`src/design/tbt_params.svh`:
```
// Register offsets, field positions, reset values and codes for the 10-bit standard timer.
// Assumes inclusion by bare name from the timer module and bench top module.
`ifndef TBT_PARAMS_SVH
`define TBT_PARAMS_SVH

`define TBT_OFF_CTL0     12'h000
`define TBT_OFF_CTL1     12'h004
`define TBT_OFF_CNT_LO   12'h008
`define TBT_OFF_CNT_HI   12'h00C
`define TBT_OFF_CMPA_LO  12'h010
`define TBT_OFF_CMPA_HI  12'h014
`define TBT_OFF_EVENTS   12'h018
`define TBT_OFF_CAPTURE  12'h01C

`define TBT_CTL0_RST     8'h00
`define TBT_CTL1_RST     8'h00
`define TBT_CMPA_RST     10'h000

`define TBT_C0_PAUSE     7
`define TBT_C0_ON        3
`define TBT_C1_LEVEL     3
`define TBT_C1_INVERT    2
`define TBT_C1_SWAP      1
`define TBT_C1_CLRSEL    0

`define TBT_EV_A         0
`define TBT_EV_P         1
`define TBT_EV_CAP       2

`define TBT_DIV4_LAST    2'h3
`define TBT_DIV16_LAST   4'hF
`define TBT_DIV64_LAST   6'h3F
`define TBT_CNT_MAX      10'h3FF

`endif

```
`src/design/tbt_pkg.sv`:
```
// Types for the 10-bit standard timer.
// Assumes tbt_params.svh is on the include path.
package tbt_pkg;

  typedef enum logic [1:0] {
    TBT_MODE_CMP = 2'h0,
    TBT_MODE_CAP = 2'h1,
    TBT_MODE_PWM = 2'h2,
    TBT_MODE_TMR = 2'h3
  } tbt_mode_t;

  typedef enum logic [2:0] {
    TBT_CK_SYS4  = 3'h0,
    TBT_CK_SYS   = 3'h1,
    TBT_CK_H16   = 3'h2,
    TBT_CK_H64   = 3'h3,
    TBT_CK_TBC   = 3'h4,
    TBT_CK_RSVD  = 3'h5,
    TBT_CK_EXTR  = 3'h6,
    TBT_CK_EXTF  = 3'h7
  } tbt_clksel_t;

  typedef struct packed {
    logic        pause_ctl;
    tbt_clksel_t count_clock_sel;
    logic        module_on_ctl;
    logic [2:0]  period_upper_field;
  } tbt_ctl0_t;

  typedef struct packed {
    tbt_mode_t   op_mode_field;
    logic [1:0]  pin_function_field;
    logic        pin_level_ctl;
    logic        pin_invert_ctl;
    logic        period_duty_swap;
    logic        clear_source_sel;
  } tbt_ctl1_t;

  typedef struct packed {
    logic        psel;
    logic        penable;
    logic        pwrite;
    logic [11:0] paddr;
    logic [31:0] pwdata;
  } tbt_apb_req_t;

endpackage : tbt_pkg

```
`src/design/tbt_timer.sv`:
```
// 10-bit standard timer: count-up counter, comparators A and P, pin logic, APB slave.
// Assumes pins and the high/timebase clock ticks come from outside pclk's domain.
`timescale 1ns/1ns
`default_nettype none
`include "tbt_params.svh"

module tbt_timer (
  input  wire logic              pclk,
  input  wire logic              presetn,
  input  wire tbt_pkg::tbt_apb_req_t apb_req,
  output logic [31:0]            prdata,
  output logic                   pready,
  output logic                   pslverr,
  input  wire logic              high_clk_tick,
  input  wire logic              timebase_tick,
  input  wire logic              ext_count_input,
  input  wire logic              timer_pin_in,
  output logic                   timer_out_pin_a,
  output logic                   timer_out_pin_b,
  output logic                   timer_pin_oe
);
  import tbt_pkg::*;

  // ****************************************
  // Register bus
  // ****************************************
  tbt_ctl0_t   ctl0_q;
  tbt_ctl1_t   ctl1_q;
  logic [9:0]  cmpa_q;
  logic [2:0]  events_q;
  logic [9:0]  capture_q;
  logic [9:0]  count_q;
  logic        wr_en;
  logic        rd_en;
  logic        addr_ok;
  logic        ev_clr_a;
  logic        ev_clr_p;
  logic        ev_clr_c;

  always_comb begin
    unique case (apb_req.paddr)
      `TBT_OFF_CTL0, `TBT_OFF_CTL1, `TBT_OFF_CNT_LO, `TBT_OFF_CNT_HI,
      `TBT_OFF_CMPA_LO, `TBT_OFF_CMPA_HI, `TBT_OFF_EVENTS, `TBT_OFF_CAPTURE: addr_ok = 1'b1;
      default: addr_ok = 1'b0;
    endcase
  end

  assign pready  = 1'b1;
  assign pslverr = apb_req.psel & apb_req.penable & ~addr_ok;
  assign wr_en   = apb_req.psel & apb_req.penable & apb_req.pwrite & addr_ok;
  assign rd_en   = apb_req.psel & ~apb_req.penable & ~apb_req.pwrite;

  always_ff @(posedge pclk or negedge presetn) begin
    if (!presetn) begin
      ctl0_q <= tbt_ctl0_t'(`TBT_CTL0_RST);
      ctl1_q <= tbt_ctl1_t'(`TBT_CTL1_RST);
    end else if (wr_en && apb_req.paddr == `TBT_OFF_CTL0) begin
      ctl0_q <= tbt_ctl0_t'(apb_req.pwdata[7:0]);
    end else if (wr_en && apb_req.paddr == `TBT_OFF_CTL1) begin
      ctl1_q <= tbt_ctl1_t'(apb_req.pwdata[7:0]);
    end
  end

  always_ff @(posedge pclk or negedge presetn) begin
    if (!presetn) begin
      cmpa_q <= `TBT_CMPA_RST;
    end else if (wr_en && apb_req.paddr == `TBT_OFF_CMPA_LO) begin
      cmpa_q[7:0] <= apb_req.pwdata[7:0];
    end else if (wr_en && apb_req.paddr == `TBT_OFF_CMPA_HI) begin
      cmpa_q[9:8] <= apb_req.pwdata[1:0];
    end
  end

  // Read data registered in setup, valid in access
  always_ff @(posedge pclk or negedge presetn) begin
    if (!presetn) begin
      prdata <= 32'h0000_0000;
    end else if (rd_en) begin
      unique case (apb_req.paddr)
        `TBT_OFF_CTL0:    prdata <= {24'h00_0000, ctl0_q};
        `TBT_OFF_CTL1:    prdata <= {24'h00_0000, ctl1_q};
        `TBT_OFF_CNT_LO:  prdata <= {24'h00_0000, count_q[7:0]};
        `TBT_OFF_CNT_HI:  prdata <= {30'h0000_0000, count_q[9:8]};
        `TBT_OFF_CMPA_LO: prdata <= {24'h00_0000, cmpa_q[7:0]};
        `TBT_OFF_CMPA_HI: prdata <= {30'h0000_0000, cmpa_q[9:8]};
        `TBT_OFF_EVENTS:  prdata <= {29'h0000_0000, events_q};
        `TBT_OFF_CAPTURE: prdata <= {22'h00_0000, capture_q};
        default:          prdata <= 32'h0000_0000;
      endcase
    end
  end

  // Write one to clear event flags
  assign ev_clr_a = wr_en && apb_req.paddr == `TBT_OFF_EVENTS && apb_req.pwdata[`TBT_EV_A];
  assign ev_clr_p = wr_en && apb_req.paddr == `TBT_OFF_EVENTS && apb_req.pwdata[`TBT_EV_P];
  assign ev_clr_c = wr_en && apb_req.paddr == `TBT_OFF_EVENTS && apb_req.pwdata[`TBT_EV_CAP];

  // ****************************************
  // Synchronisers
  // ****************************************
  logic [3:0] sync1_q;
  logic [3:0] sync2_q;
  logic [1:0] ext_hist_q;
  logic [1:0] pin_hist_q;
  logic       hclk_prev_q;
  logic       tbc_prev_q;

  always_ff @(posedge pclk or negedge presetn) begin
    if (!presetn) begin
      sync1_q <= 4'h0;
      sync2_q <= 4'h0;
    end else begin
      sync1_q <= {timer_pin_in, ext_count_input, timebase_tick, high_clk_tick};
      sync2_q <= sync1_q;
    end
  end

  always_ff @(posedge pclk or negedge presetn) begin
    if (!presetn) begin
      ext_hist_q  <= 2'h0;
      pin_hist_q  <= 2'h0;
      hclk_prev_q <= 1'b0;
      tbc_prev_q  <= 1'b0;
    end else begin
      ext_hist_q  <= {ext_hist_q[0], sync2_q[2]};
      pin_hist_q  <= {pin_hist_q[0], sync2_q[3]};
      hclk_prev_q <= sync2_q[0];
      tbc_prev_q  <= sync2_q[1];
    end
  end

  // ****************************************
  // Count clock selection
  // ****************************************
  logic [1:0] div4_q;
  logic [5:0] hdiv_q;
  logic       hclk_rise;
  logic       tick;

  assign hclk_rise = sync2_q[0] & ~hclk_prev_q;

  always_ff @(posedge pclk or negedge presetn) begin
    if (!presetn) begin
      div4_q <= 2'h0;
      hdiv_q <= 6'h00;
    end else begin
      div4_q <= div4_q + 2'h1;
      if (hclk_rise) begin
        hdiv_q <= hdiv_q + 6'h01;
      end
    end
  end

  always_comb begin
    unique case (ctl0_q.count_clock_sel)
      TBT_CK_SYS4: tick = (div4_q == `TBT_DIV4_LAST);
      TBT_CK_SYS:  tick = 1'b1;
      TBT_CK_H16:  tick = hclk_rise && (hdiv_q[3:0] == `TBT_DIV16_LAST);
      TBT_CK_H64:  tick = hclk_rise && (hdiv_q == `TBT_DIV64_LAST);
      TBT_CK_TBC:  tick = sync2_q[1] & ~tbc_prev_q;
      TBT_CK_RSVD: tick = 1'b0;
      TBT_CK_EXTR: tick = ext_hist_q[0] & ~ext_hist_q[1];
      TBT_CK_EXTF: tick = ~ext_hist_q[0] & ext_hist_q[1];
    endcase
  end

  // ****************************************
  // Counter and comparators
  // ****************************************
  logic      on_prev_q;
  logic      on_rise;
  logic      run;
  logic      match_a;
  logic      match_p;
  logic      ovf;
  logic      pwm_mode;
  logic      clr_on_a;
  logic      clr_now;
  logic      cap_hit;

  assign on_rise  = ctl0_q.module_on_ctl & ~on_prev_q;
  assign run      = ctl0_q.module_on_ctl & ~ctl0_q.pause_ctl & tick;
  assign match_a  = run && (count_q == cmpa_q);
  assign match_p  = run && (ctl0_q.period_upper_field != 3'h0) &&
                    (count_q[9:7] == ctl0_q.period_upper_field - 3'h1) &&
                    (count_q[6:0] == 7'h7F);
  assign ovf      = run && (count_q == `TBT_CNT_MAX);
  assign pwm_mode = (ctl1_q.op_mode_field == TBT_MODE_PWM);

  // PWM clear follows the swap bit; capture clears on P, or on overflow when the period field is zero
  always_comb begin
    unique case (ctl1_q.op_mode_field)
      TBT_MODE_PWM: clr_on_a = ctl1_q.period_duty_swap;
      TBT_MODE_CAP: clr_on_a = 1'b0;
      default:      clr_on_a = ctl1_q.clear_source_sel;
    endcase
  end

  assign clr_now = clr_on_a ? match_a :
                   ((ctl0_q.period_upper_field == 3'h0) ? ovf : match_p);

  always_ff @(posedge pclk or negedge presetn) begin
    if (!presetn) begin
      on_prev_q <= 1'b0;
    end else begin
      on_prev_q <= ctl0_q.module_on_ctl;
    end
  end

  always_ff @(posedge pclk or negedge presetn) begin
    if (!presetn) begin
      count_q <= 10'h000;
    end else if (on_rise) begin
      count_q <= 10'h000;
    end else if (clr_now) begin
      count_q <= 10'h000;
    end else if (run) begin
      count_q <= count_q + 10'h001;
    end
  end

  // Set wins over software clear
  always_ff @(posedge pclk or negedge presetn) begin
    if (!presetn) begin
      events_q <= 3'h0;
    end else begin
      events_q[`TBT_EV_A] <= match_a | (events_q[`TBT_EV_A] & ~ev_clr_a);
      events_q[`TBT_EV_P] <= match_p | (events_q[`TBT_EV_P] & ~ev_clr_p);
      events_q[`TBT_EV_CAP] <= cap_hit | (events_q[`TBT_EV_CAP] & ~ev_clr_c);
    end
  end

  // ****************************************
  // Capture
  // ****************************************
  logic pin_r;
  logic pin_f;

  assign pin_r = pin_hist_q[0] & ~pin_hist_q[1];
  assign pin_f = ~pin_hist_q[0] & pin_hist_q[1];

  always_comb begin
    unique case (ctl1_q.pin_function_field)
      2'h0: cap_hit = pin_r;
      2'h1: cap_hit = pin_f;
      2'h2: cap_hit = pin_r | pin_f;
      2'h3: cap_hit = 1'b0;
    endcase
    cap_hit = cap_hit && ctl0_q.module_on_ctl && (ctl1_q.op_mode_field == TBT_MODE_CAP);
  end

  always_ff @(posedge pclk or negedge presetn) begin
    if (!presetn) begin
      capture_q <= 10'h000;
    end else if (cap_hit) begin
      capture_q <= count_q;
    end
  end

  // ****************************************
  // Output pin
  // ****************************************
  logic cmp_lvl_q;
  logic pulse_q;
  logic duty_on;
  logic pwm_lvl;
  logic raw_lvl;

  // Compare output level; the requested level overwrites, equal level is a no-op
  always_ff @(posedge pclk or negedge presetn) begin
    if (!presetn) begin
      cmp_lvl_q <= 1'b0;
    end else if (on_rise) begin
      cmp_lvl_q <= ctl1_q.pin_level_ctl;
    end else if (match_a) begin
      unique case (ctl1_q.pin_function_field)
        2'h0: cmp_lvl_q <= cmp_lvl_q;
        2'h1: cmp_lvl_q <= 1'b0;
        2'h2: cmp_lvl_q <= 1'b1;
        2'h3: cmp_lvl_q <= ~cmp_lvl_q;
      endcase
    end
  end

  // Duty compares against counter; duty at or above period gives full duty
  assign duty_on = ctl1_q.period_duty_swap ?
                   (count_q[9:7] < ctl0_q.period_upper_field ||
                    ctl0_q.period_upper_field == 3'h0) :
                   (count_q < cmpa_q);

  // Single pulse: active from on rise until the period clear
  always_ff @(posedge pclk or negedge presetn) begin
    if (!presetn) begin
      pulse_q <= 1'b0;
    end else if (on_rise) begin
      pulse_q <= 1'b1;
    end else if (clr_now || !ctl0_q.module_on_ctl) begin
      pulse_q <= 1'b0;
    end
  end

  always_comb begin
    unique case (ctl1_q.pin_function_field)
      2'h0: pwm_lvl = 1'b0;
      2'h1: pwm_lvl = 1'b1;
      2'h2: pwm_lvl = duty_on & ctl0_q.module_on_ctl;
      2'h3: pwm_lvl = pulse_q & duty_on;
    endcase
  end

  always_comb begin
    unique case (ctl1_q.op_mode_field)
      TBT_MODE_CMP: raw_lvl = cmp_lvl_q ^ ctl1_q.pin_invert_ctl;
      TBT_MODE_PWM: raw_lvl = (pwm_lvl ~^ ctl1_q.pin_level_ctl) ^ ctl1_q.pin_invert_ctl;
      default:      raw_lvl = 1'b0;
    endcase
  end

  always_ff @(posedge pclk or negedge presetn) begin
    if (!presetn) begin
      timer_out_pin_a <= 1'b0;
      timer_out_pin_b <= 1'b0;
      timer_pin_oe    <= 1'b0;
    end else begin
      timer_out_pin_a <= raw_lvl;
      timer_out_pin_b <= raw_lvl;
      timer_pin_oe    <= pwm_mode || (ctl1_q.op_mode_field == TBT_MODE_CMP);
    end
  end
endmodule : tbt_timer
`default_nettype wire

```
`config.mk`:
```
export PLATFORM = sky130hd
export DESIGN_NAME = tbt_timer
export DESIGN_NICKNAME = d
export VERILOG_FILES = /design/src/design/tbt_pkg.sv /design/src/design/tbt_timer.sv
export VERILOG_INCLUDE_DIRS = /design/src /design/src/design
export SDC_FILE = /design/constraint.sdc
export NUM_CORES = 1
export LEC_CHECK = 0
export BUFFER_PORTS_ARGS = -buffer_cell sky130_fd_sc_hd__buf_2
export CORE_MARGIN = 4
export CORE_UTILIZATION = 53
export CTS_CLUSTER_DIAMETER = 80
export CTS_CLUSTER_SIZE = 8
export DETAILED_ROUTE_END_ITERATION = 8
export PLACE_DENSITY = 0.81
export SLEW_MARGIN = 20
export SYNTH_ARGS = -nofsm -noshare
export SYNTH_HDL_FRONTEND = slang
export SYNTH_SLANG_ARGS = --single-unit
export TNS_END_PERCENT = 30
```
`constraint.sdc`:
```
create_clock -name pclk -period 6.5 [get_ports pclk]
set_input_delay 1.3 -clock pclk [delete_from_list [all_inputs] [get_ports pclk]]
set_output_delay 1.3 -clock pclk [all_outputs]
set_load 0.005 [all_outputs]
```
# Word level (Yosys, flattened, before mapping)
# Memory sizes are Yosys's and may differ from the RTL's.
# Index checks and enable logic that the tools add are counted.
# word_totals
memories	1
mem_bits_ro	32
ff_bits	108
inputBits	53
out_inout_bits	37
# mem_list
memory	depth	word_bits	read_ports	rd_ports_with_merged_regs	write_ports	line	source
(name not given)	32	1	1	0	0	tbt_timer.sv:41	unique case (apb_req.paddr)
# op_classes
reduce_logical	34
magnitude_cmp	2
addsub	4
n_eq_ne	27
mux	18
bitwise	44
# op_table
cell	n
10-bit case mux with 8 select lines	1
12-bit by 5-bit == test with 1-bit output (second input constant)	4
10-bit 2-to-1 mux	3
12-bit by 4-bit == test with 1-bit output (second input constant)	2
1-bit bitwise AND	20
1-bit logical AND	17
1-bit inverter	17
12-bit by 3-bit == test with 1-bit output (second input constant)	1
3-bit == test (second input constant)	4
12-bit logical NOT	1
10-bit by 1-bit adder with 10-bit output (second input constant)	1
10-bit == test	1
10-bit == test (second input constant)	1
10-bit < comparator	1
2-bit == test (second input constant)	4
1-bit 2-to-1 mux	8
1-bit case mux with 4 select lines	2
1-bit case mux with 8 select lines	1
7-bit == test (second input constant)	1
7-bit logical NOT	1
6-bit by 1-bit adder with 6-bit output (second input constant)	1
3-bit by 2-bit == test with 1-bit output (second input constant)	2
6-bit == test (second input constant)	1
3-bit logical NOT	2
19 further kinds	32

# Depth between registers and ports, before layout
# Gate-level depths: netlist (run 1).
# logic_depth
word_depth	13
depth_mapped	7
ltp_nobuf	7

# Worst setup path after synthesis (run 1)
# No wires, ideal clock.
# synth_path
kind	in2out
from	in apb_req[41] in the netlist's numbering
to	out pslverr
n_path_buf	0
t_arrival_ns	2.111
setup_slack_ns	3.089
required_time_ns	5.200
path_stages	3
path_cell_list	nor4_2 nand3_1 and3_1
# synth_between
elab_chain_cells	4
# synth_rtl
element	line	source
from (decl)	tbt_timer.sv:10	input wire tbt_pkg::tbt_apb_req_t apb_req,
7-bit logical NOT	tbt_timer.sv:41	
1-bit 2-to-1 mux	tbt_timer.sv:41	
1-bit inverter	tbt_timer.sv:49	assign pslverr = apb_req.psel & apb_req.penable & ~addr_ok;
1-bit bitwise AND	tbt_timer.sv:49	
to (decl)	tbt_timer.sv:13	output logic pslverr,
# Every way passes these cells.

# Final worst setup path (run 1)
# Ends and elaborated chain as after synthesis.

==> flow_summary.toml, run 1 <==
[synth]
netlist_instances = 437
synth_top_family_by_area = "simple AND/OR/NAND/NOR gates"
synth-edff-count = 0
muxShareOfSynthArea = 0.105
synthDistinctLibCells = 62
ys_seq_area_frac = 0.456
synthSimpleGateAreaFrac = 0.145
async_reset_ff_frac = 1.00
syn_area_mm2 = 0.00472
yosys_warnings = 0
ys_ff_latch = 86
synth_compound_area_frac = 0.138
syn-mean-instance-area_um2 = 10.8
synth_fa_ha_area_frac = 0.0610
synth_xor_area_frac = 0.0199
synth_flop_cell = "dfrtp_1"

[detailed_routing]
ant_nets = 0
drc = 0
routed_wl_um = 10100
firstDrtPassIters = 6
viasPerCell = 5.98
dr_total_vias = 3525
first_iter_violations = 256
wl_per_cell_um = 17.2

[setup_path]
r2r_setup_slack_ns = 3.92
startpoint_type = "input port"
crit_path_end_kind = "primary output"
worst-endpoint-required_ns = 5.20
cp_max_fo = 5
crit_type = "input port to primary output"
critPathArrivalTime_ns = 2.43

[clocking]
cts_max_path_buffers = 2
ctsHoldBuffers = 0
post_cts_buffers = 0
post_cts_resized = 0
cts_made_buffers = 9
root_buffer = "clkbuf_8"
h-tree-depth = 3
clock_latency_ns = 0.36
clk_pin_slew_worst_paths_ns = 0.09
clkSinkCount = 86
cts_tree = "done"

[power]
vdd_drop_max_v = 0.000131
power_density_mw_per_mm2 = 197
leakage_nw = 2.42

[timing]
finalHoldViolations = 0
slew_headroom = 0.347
setup_viol = 0
hold_ws_ns = 0.356
worstMarginPinSlew_ns = 0.979
skew_ns = 0.0150
layout_setup_ws_ns = 2.77
drv_slew = 0
finalSetupTns_ns = 0
fmax_mhz = 268
period_needed_ns = 3.73
min_period_over_period = 0.575
rsz0062_at_grt = "no"

[placed_design]
gp_congestion = 0.919
port_buffers = 42
post-place-ws_ns = 2.74
hpwlAfterDp_um = 7470

[worst_hold_path]
min_path_type = "register to register"

[floorplanning]
die_area_mm2 = 0.0105
rows = 34
die_x_um = 102
pin_count = 90
start_util = 0.544
die_y_um = 102
coreArea_mm2 = 0.00868

[layout]
area_delta_synth_final_pct = 8.08
nNetsFinal = 552
fin_util = 0.588
n_antenna_cell = 0
drive_above_1_share = 0.229

[grt]
grt_max_degree = 87
grt_pass1_vias = 3391
grt_usage = 0.208
antenna_found_initial = 0
grt_pass1_wl_um = 16700
grt-ovfl-total = 0

[job]
maxCapViolCount = 0

[outcome]
status = "finished, final reports clean"
## final cells by class
cell class,count,area (um2)
Clock buffer,10,128
Clock inverter,6,47.5
Fill cell,712,3580
Inverter,31,116
Multi-Input combinational cell,305,2300
Sequential cell,86,2150
Tap cell,108,135
Timing Repair Buffer,43,224
## metal layers
layer | routed length (um) | up-vias | GRT usage
met3 | 728 | 30 | 0.0396
met2 | 4970 | 144 | 0.347
met5 | 0 | - | 0
met4 | 340 | 0 | 0.101
li1 | - | 1611 | -
met1 | 4090 | 1740 | 0.260
## Yosys cell counts (9+ instances only)
| library cell | instances | area share |
|---|---|---|
| nand2_1 | 43 | 0.034 |
| buf_4 | 24 | 0.038 |
| o21ai_0 | 21 | 0.022 |
| dfrtp_1 | 86 | 0.46 |
| nand3_1 | 11 | 0.012 |
| nor2_1 | 23 | 0.018 |
| mux2i_1 | 9 | 0.019 |
| a21oi_1 | 14 | 0.015 |
| mux2_2 | 26 | 0.062 |
| a211oi_1 | 10 | 0.016 |
| inv_1 | 31 | 0.025 |
| ha_1 | 23 | 0.061 |
| nand4_1 | 10 | 0.013 |
## sequential cells by signal, indices dropped and copies added (netlist names)
register	count
capture_q	10
cmp_lvl_q	1
cmpa_q	10
count_q	10
ctl0_q	8
ctl1_q	8
div4_q	2
events_q	3
ext_hist_q	2
hclk_prev_q	1
hdiv_q	6
on_prev_q	1
pin_hist_q	2
prdata	10
pulse_q	1
sync1_q	4
sync2_q	4
tbc_prev_q	1
timer_out_pin_b	1
timer_pin_oe	1
## cell usage in the layout (no fill, tap or decap), types with 11 or more instances in the layout
| cell type | count |
|---|---|
| conb_1 | 23 |
| inv_1 | 31 |
| a21oi_1 | 14 |
| ha_1 | 23 |
| nor2_1 | 23 |
| mux2_2 | 26 |
| nand3_1 | 11 |
| dfrtp_1 | 86 |
| o21ai_0 | 21 |
| buf_2 | 41 |
| nand2_1 | 43 |
## final timing paths
check | depth (start not counted) | endpoint | from
max | 5 | pslverr | apb_req[41]
min | 0 | sync2_q[0] | sync1_q[0]
max reg2reg | 6 | count_q[6] | hdiv_q[0]
min reg2reg | 0 | sync2_q[0] | sync1_q[0]
max in group asynchronous | 1 | cmpa_q[5] | presetn
min in group asynchronous | 1 | cmpa_q[8] | presetn
## cells by family after synthesis
family | after synthesis
compound gates | 84
other cells | 2
flops | 86
buf+inv | 67
mux | 40
xor+xnor | 9
fa+ha+maj | 23
simple gates | 126
## through the flow
step / area [um2] / cells / power [mW]
3_3_place_gp: 4920 / 573 / 0.672
6_report: 5100 / 589 / 1.01
5_1_grt: 5100 / 589 / 1.05
4_1_cts: 5100 / 589 / 1.02
2_1_floorplan: 4800 / 458 / 0.648
3_5_place_dp: 4920 / 573 / 0.676
## power by group
group	switching (mW)	leakage, nW	internal, mW	total, mW
Sequential	0.0199	1.08	0.561	0.581
Clock	0.201	0.0868	0.142	0.343
Combinational	0.0476	1.25	0.0355	0.0831
## worst max-delay path: stages
cell and delay [ns]:
buf_2 0.10, nor4_2 0.34, nand3_1 0.30, and3_1 0.27
buf_2 0.12
Power figures use the tool's default switching activity.
==> run 2, diff against run 1 <==
--- a/config.mk
+++ b/config.mk
@@ -6,13 +6,14 @@
 export SDC_FILE = /design/constraint.sdc
 export NUM_CORES = 1
 export LEC_CHECK = 0
+export ABC_AREA = 1
 export BUFFER_PORTS_ARGS = -buffer_cell sky130_fd_sc_hd__buf_2
 export CORE_MARGIN = 4
-export CORE_UTILIZATION = 53
+export CORE_UTILIZATION = 50
 export CTS_CLUSTER_DIAMETER = 80
 export CTS_CLUSTER_SIZE = 8
 export DETAILED_ROUTE_END_ITERATION = 8
-export PLACE_DENSITY = 0.81
+export PLACE_DENSITY = 0.8
 export SLEW_MARGIN = 20
 export SYNTH_ARGS = -nofsm -noshare
 export SYNTH_HDL_FRONTEND = slang
==> constraint.sdc (replaced) <==
create_clock -name pclk -period 3.2 [get_ports pclk]
set_input_delay 0.64 -clock pclk [delete_from_list [all_inputs] [get_ports pclk]]
set_output_delay 0.64 -clock pclk [all_outputs]
set_load 0.005 [all_outputs]
==> run 2 against run 1 <==
Net effect:
- clock power rose by 110%
- design area grew 0.29%
- highest routed layer unchanged
- sequential power is 100% higher
- largest power group unchanged
- combinational power rose by 64%
- register-to-register slack worse by 2.7 ns
- largest cell class is now sequential cells
- synthesized area shrank 0.16%
- global-route usage is 1.1 points lower
- utilization decreased by 3.1 points
- worst hold slack worse by 0.056 ns
- power is 100% higher
==> flow_summary.toml, run 2 <==
[clocking]
cts_tree = "done"
post_cts_buffers = 0
clock_latency_ns = 0.36
clk_pin_slew_worst_paths_ns = 0.09
clkSinkCount = 86
ctsHoldBuffers = 0
cts_max_path_buffers = 2
cts_made_buffers = 9
post_cts_resized = 0
root_buffer = "clkbuf_8"
h-tree-depth = 3

[synth]
async_reset_ff_frac = 1.00
yosys_warnings = 0
synth_top_area_frac = 0.457
synth_area_leaders = "dfrtp_1 46%, nand2_1 8.5%, ha_1 6.1%"
synth_flop_cell = "dfrtp_1"
synth_most_common_cell = "nand2_1"
syn_area_mm2 = 0.00471
synth_common_cells = "107 x nand2_1, 86 x dfrtp_1, 75 x inv_1"
synth.largest_area_cell = "dfrtp_1"
netlist_instances = 538
syn-mean-instance-area_um2 = 8.76
synth-edff-count = 0
ys_ff_latch = 86
ys_seq_area_frac = 0.457
synthDistinctLibCells = 47

[timing]
worstMarginPinSlew_ns = 0.778
period_needed_ns = 2.18
finalHoldViolations = 0
rsz0062_at_grt = "no"
layout_setup_ws_ns = 1.02
skew_ns = 0.00757
setup_viol = 0
drv_slew = 0
fmax_mhz = 458
slew_headroom = 0.481
min_period_over_period = 0.683
finalSetupTns_ns = 0

[floorplanning]
pin_count = 90
start_util = 0.513
rows = 35
die_y_um = 105
die_area_mm2 = 0.0110
die_x_um = 105
coreArea_mm2 = 0.00920

[layout]
n_antenna_cell = 0
fin_area_mm2 = 0.00512
layout_commonest_cell = "nand2_1"
nNetsFinal = 659
area_delta_synth_final_pct = 8.57
drive_above_1_share = 0.196
layout_common_cells = "107 x nand2_1, 86 x dfrtp_1, 75 x inv_1"

[detailed_routing]
firstDrtPassIters = 7
viasPerCell = 5.26
wl_per_cell_um = 14.8
drc = 0
routed_wl_um = 10400
first_iter_violations = 289
dr_total_vias = 3680
ant_nets = 0

[job]
maxCapViolCount = 0

[grt]
antenna_found_initial = 0
grt_usage = 0.197
grt_pass1_wl_um = 17600
grt_pass1_vias = 3649
grt_max_degree = 87
grt-ovfl-total = 0

[placed_design]
hpwlAfterDp_um = 7940
post-place-ws_ns = 1.01
dpl_cell_area_mm2 = 0.00492
gp_congestion = 0.888
port_buffers = 42

[setup_path]
crit_path_end_kind = "primary output"
cp_max_fo = 10
cp_slowest_cell = "and3_1"
cp_num_buf_inv = 3
r2r-end = "count_q[6]"
timing.rr.start = "count_q[0]"
worst-endpoint-required_ns = 2.56
crit_type = "input port to primary output"
path_delay_family = "simple AND/OR/NAND/NOR gates"
path_depth = 7
cp_cell_sequence = "buf_2 -> nor2_1 -> nand2_2 -> inv_4 -> nand4_4 -> and3_1 -> buf_2"
r2r_setup_slack_ns = 1.24
startpoint_type = "input port"
critPathArrivalTime_ns = 1.54
cpPeakStageDelay_ns = 0.16
crit_top_cell = "buf_2"
reg2reg_depth = 10

[power]
leakage_nw = 2.51
vdd_drop_max_v = 0.000348
power_density_mw_per_mm2 = 396
total_power_mw = 2.03

[outcome]
status = "finished, final reports clean"

[worst_hold_path]
min_path_type = "input port to async pin"
==> run 2: cell count changes after synthesis, sizes merged, moves of 10 or more <==
cell,previous run,this run
o22ai,2,14
o21ai,21,63
nand3,11,27
nand2,43,116
a211oi,10,0
nor2,24,37
inv,31,82
mux2,26,1
==> run 2: report_power, final <==
group | switching (mW) | internal (mW)
Clock | 0.428 | 0.301
Sequential | 0.0342 | 1.13
Combinational | 0.0860 | 0.0503
==> run 2: stage by stage <==
stage,hold WS (ns),utilization,std cells
floorplan,0.331,-,559
global placement,0.333,0.536,683
detailed placement,0.335,0.536,683
CTS,0.358,0.556,699
global route,0.355,0.556,699
finish,0.301,0.556,699
==> run 2: logic make-up after synthesis <==
logic type / count (synthesis) / share of synthesized area
flip-flops: 86 / 0.457
adder cells (fa/ha/maj): 23 / 0.0611
AO/OA/AOI/OAI: 98 / 0.127
other: 2 / 0.00159
AND/OR/NAND/NOR: 204 / 0.215
multiplexers: 1 / 0.00239
XOR/XNOR: 12 / 0.0223
buffers and inverters: 112 / 0.114
==> run 2: how the worst max path moves through the flow <==
stage | from | endpoint | slack [ns]
2_1_floorplan | apb_req[43] | pslverr | 1.31
3_3_place_gp | apb_req[43] | pslverr | 1.05
3_5_place_dp | apb_req[43] | pslverr | 1.01
4_1_cts | apb_req[43] | pslverr | 1.00
5_1_grt | apb_req[43] | pslverr | 0.91
6_report | apb_req[43] | pslverr | 1.02
==> run 2: layer usage <==
metal	share of wire	track usage	routed length, um
met2	0.46	0.322	4780
met3	0.069	0.0457	712
met5	0	0	0
met4	0.030	0.0778	308
met1	0.44	0.254	4580
==> run 2: area by class of cell <==
class	count	area, um2
well taps	111	139
clock buffers	9	124
fillers	838	4080
repair buffers	43	224
clock inverters	7	65.1
flip-flops and latches	86	2150
inverters	82	310
multi-input cells	361	2100
==> run 3, diff against run 2 <==
--- a/config.mk
+++ b/config.mk
@@ -6,7 +6,7 @@
 export SDC_FILE = /design/constraint.sdc
 export NUM_CORES = 1
 export LEC_CHECK = 0
-export ABC_AREA = 1
+export ABC_AREA = 0
 export BUFFER_PORTS_ARGS = -buffer_cell sky130_fd_sc_hd__buf_2
 export CORE_MARGIN = 4
 export CORE_UTILIZATION = 50
==> constraint.sdc (replaced) <==
create_clock -name pclk -period 1.83 [get_ports pclk]
set_input_delay 0.366 -clock pclk [delete_from_list [all_inputs] [get_ports pclk]]
set_output_delay 0.366 -clock pclk [all_outputs]
set_load 0.005 [all_outputs]
==> run 3 against run 2 <==
Net effect:
- the run now ends with setup timing left
- register-to-register slack worse by 1.4 ns
- clock-buffer cell count unchanged
- worst hold slack got worse by 0.20 ns
- combinational power rose to 3.0 times the previous value
==> flow_summary.toml, run 3 (same netlist as run 1, synthesis figures left out) <==
[layout]
fillers = 665
drive_above_1_share = 0.400
register_area_mm2 = 0.00216
fin_util = 0.661
n_antenna_cell = 0
multi_input_area_mm2 = 0.00254
nNetsFinal = 641
area_delta_synth_final_pct = 28.8
layout_commonest_cell = "buf_4"
layout_common_cells = "84 x buf_4, 81 x dfrtp_1, 42 x nand2_1"

[detailed_routing]
drc = 0
viasPerCell = 5.72
ant_nets = 0
routed_wl_um = 12300
wl_per_cell_um = 18.0
firstDrtPassIters = 6
dr_total_vias = 3894
first_iter_violations = 233

[placed_design]
hpwlAfterDp_um = 9070
port_buffers = 42
gp_congestion = 0.894

[setup_path]
startpoint_type = "register"
worst-endpoint-required_ns = 2.08
crit_path_end_kind = "register"
crit_type = "register to register"
cp_max_fo = 6
r2r_setup_slack_ns = -0.18
critPathArrivalTime_ns = 2.27

[timing]
hold_ws_ns = 0.0995
min_period_over_period = 1.10
fmax_mhz = 497
drv_slew = 0
layout_setup_ws_ns = -0.183
period_needed_ns = 2.01
finalHoldViolations = 0
slew_headroom = 0.664
setup_viol = 21
rsz0062_at_grt = "yes"
skew_ns = 0.00916
worstMarginPinSlew_ns = 0.504

[floorplanning]
coreArea_mm2 = 0.00920
die_y_um = 105
pin_count = 90
start_util = 0.513
die_x_um = 105
die_area_mm2 = 0.0111
rows = 35

[worst_hold_path]
min_path_type = "input port to register"

[clocking]
cts_max_path_buffers = 2
cts_made_buffers = 9
h-tree-depth = 3
clock_latency_ns = 0.37
clk_pin_slew_worst_paths_ns = 0.09
clkSinkCount = 86
cts_tree = "done"
root_buffer = "clkbuf_8"

[power]
swShare = 0.280
pwr-share-seq = 0.545
combPwrFrac = 0.109
cellInternalPower_mw = 2.72
p_sw_mw = 1.06
leakage_nw = 2.90
power_density_mw_per_mm2 = 621
clkPwrFrac = 0.346
vdd_drop_max_v = 0.000744
total_power_mw = 3.78

[grt]
grt_pass1_wl_um = 19600
grt_usage = 0.226
grt_pass1_vias = 4049
grt-ovfl-total = 0
grt_max_degree = 36
antenna_found_initial = 0

[job]
maxCapViolCount = 0

[outcome]
status = "complete, but fails checks"
violations = "setup timing"
## run 3: worst paths after layout
check                             start    endpoint  depth (start not counted)
min reg2reg                  sync1_q[3]  sync2_q[3]                          0
max                          count_q[9]  count_q[9]                          6
min in group asynchronous       presetn   ctl1_q[0]                          2
min                        timer_pin_in  sync1_q[3]                          1
max reg2reg                  count_q[9]  count_q[9]                          6
max in group asynchronous       presetn  count_q[9]                          3
## run 3: worst max-delay path: stages (launching register included)
cell	delay [ns]
dfrtp_2	0.45
xor3_1	0.47
nor4_4	0.40
o22ai_4	0.18
buf_6	0.17
o31ai_2	0.16
a211oi_1	0.06
## run 3: final cells by class
class	instances	area share
multi-input cells	305	0.418
flip-flops and latches	86	0.355
repair buffers	132	0.155
well taps	111	0.0228
clock buffers	9	0.0204
inverters	31	0.0191
clock inverters	7	0.0103
## run 3: stage by stage
| step | instance area (um2) | cells | setup WS [ns] | setup TNS [ns] |
|---|---|---|---|---|
| finish | 6080 | 681 | -0.183 | -1.78 |
| floorplan | 4840 | 458 | -0.0346 | -0.325 |
| global placement | 5590 | 654 | -0.181 | -2.79 |
| global route | 6080 | 681 | -0.277 | -3.60 |
| CTS | 6030 | 680 | -0.147 | -1.69 |
| detailed placement | 5590 | 654 | -0.272 | -6.54 |
## run 3: power groups by stage
stage                     clock, mW  sequential, mW  combinational, mW
after floorplan                   0            2.09              0.208
final                          1.31            2.06              0.412
after detailed placement          0            2.09              0.402
after CTS                      1.34            2.06              0.412
after global routing           1.43            2.07              0.461
after global placement            0            2.09              0.381
## run 3: timing repair
action | in CTS | in global routing
pin swaps | 15 | 6
gates resized for setup | 37 | 8
buffers inserted | 9 | 2
endpoints found under the setup margin | 26 | 26
endpoints found under the hold margin | 23 | 0
hold buffers | 1 | 0
## run 3: layer usage
layer  global-route usage  vias up  part of all wire
li1                     -     1796                 -
met5                    0        -                 0
met3               0.0463       39             0.057
met4                0.101        0             0.038
met1                0.261     1895              0.38
met2                0.403      164              0.53
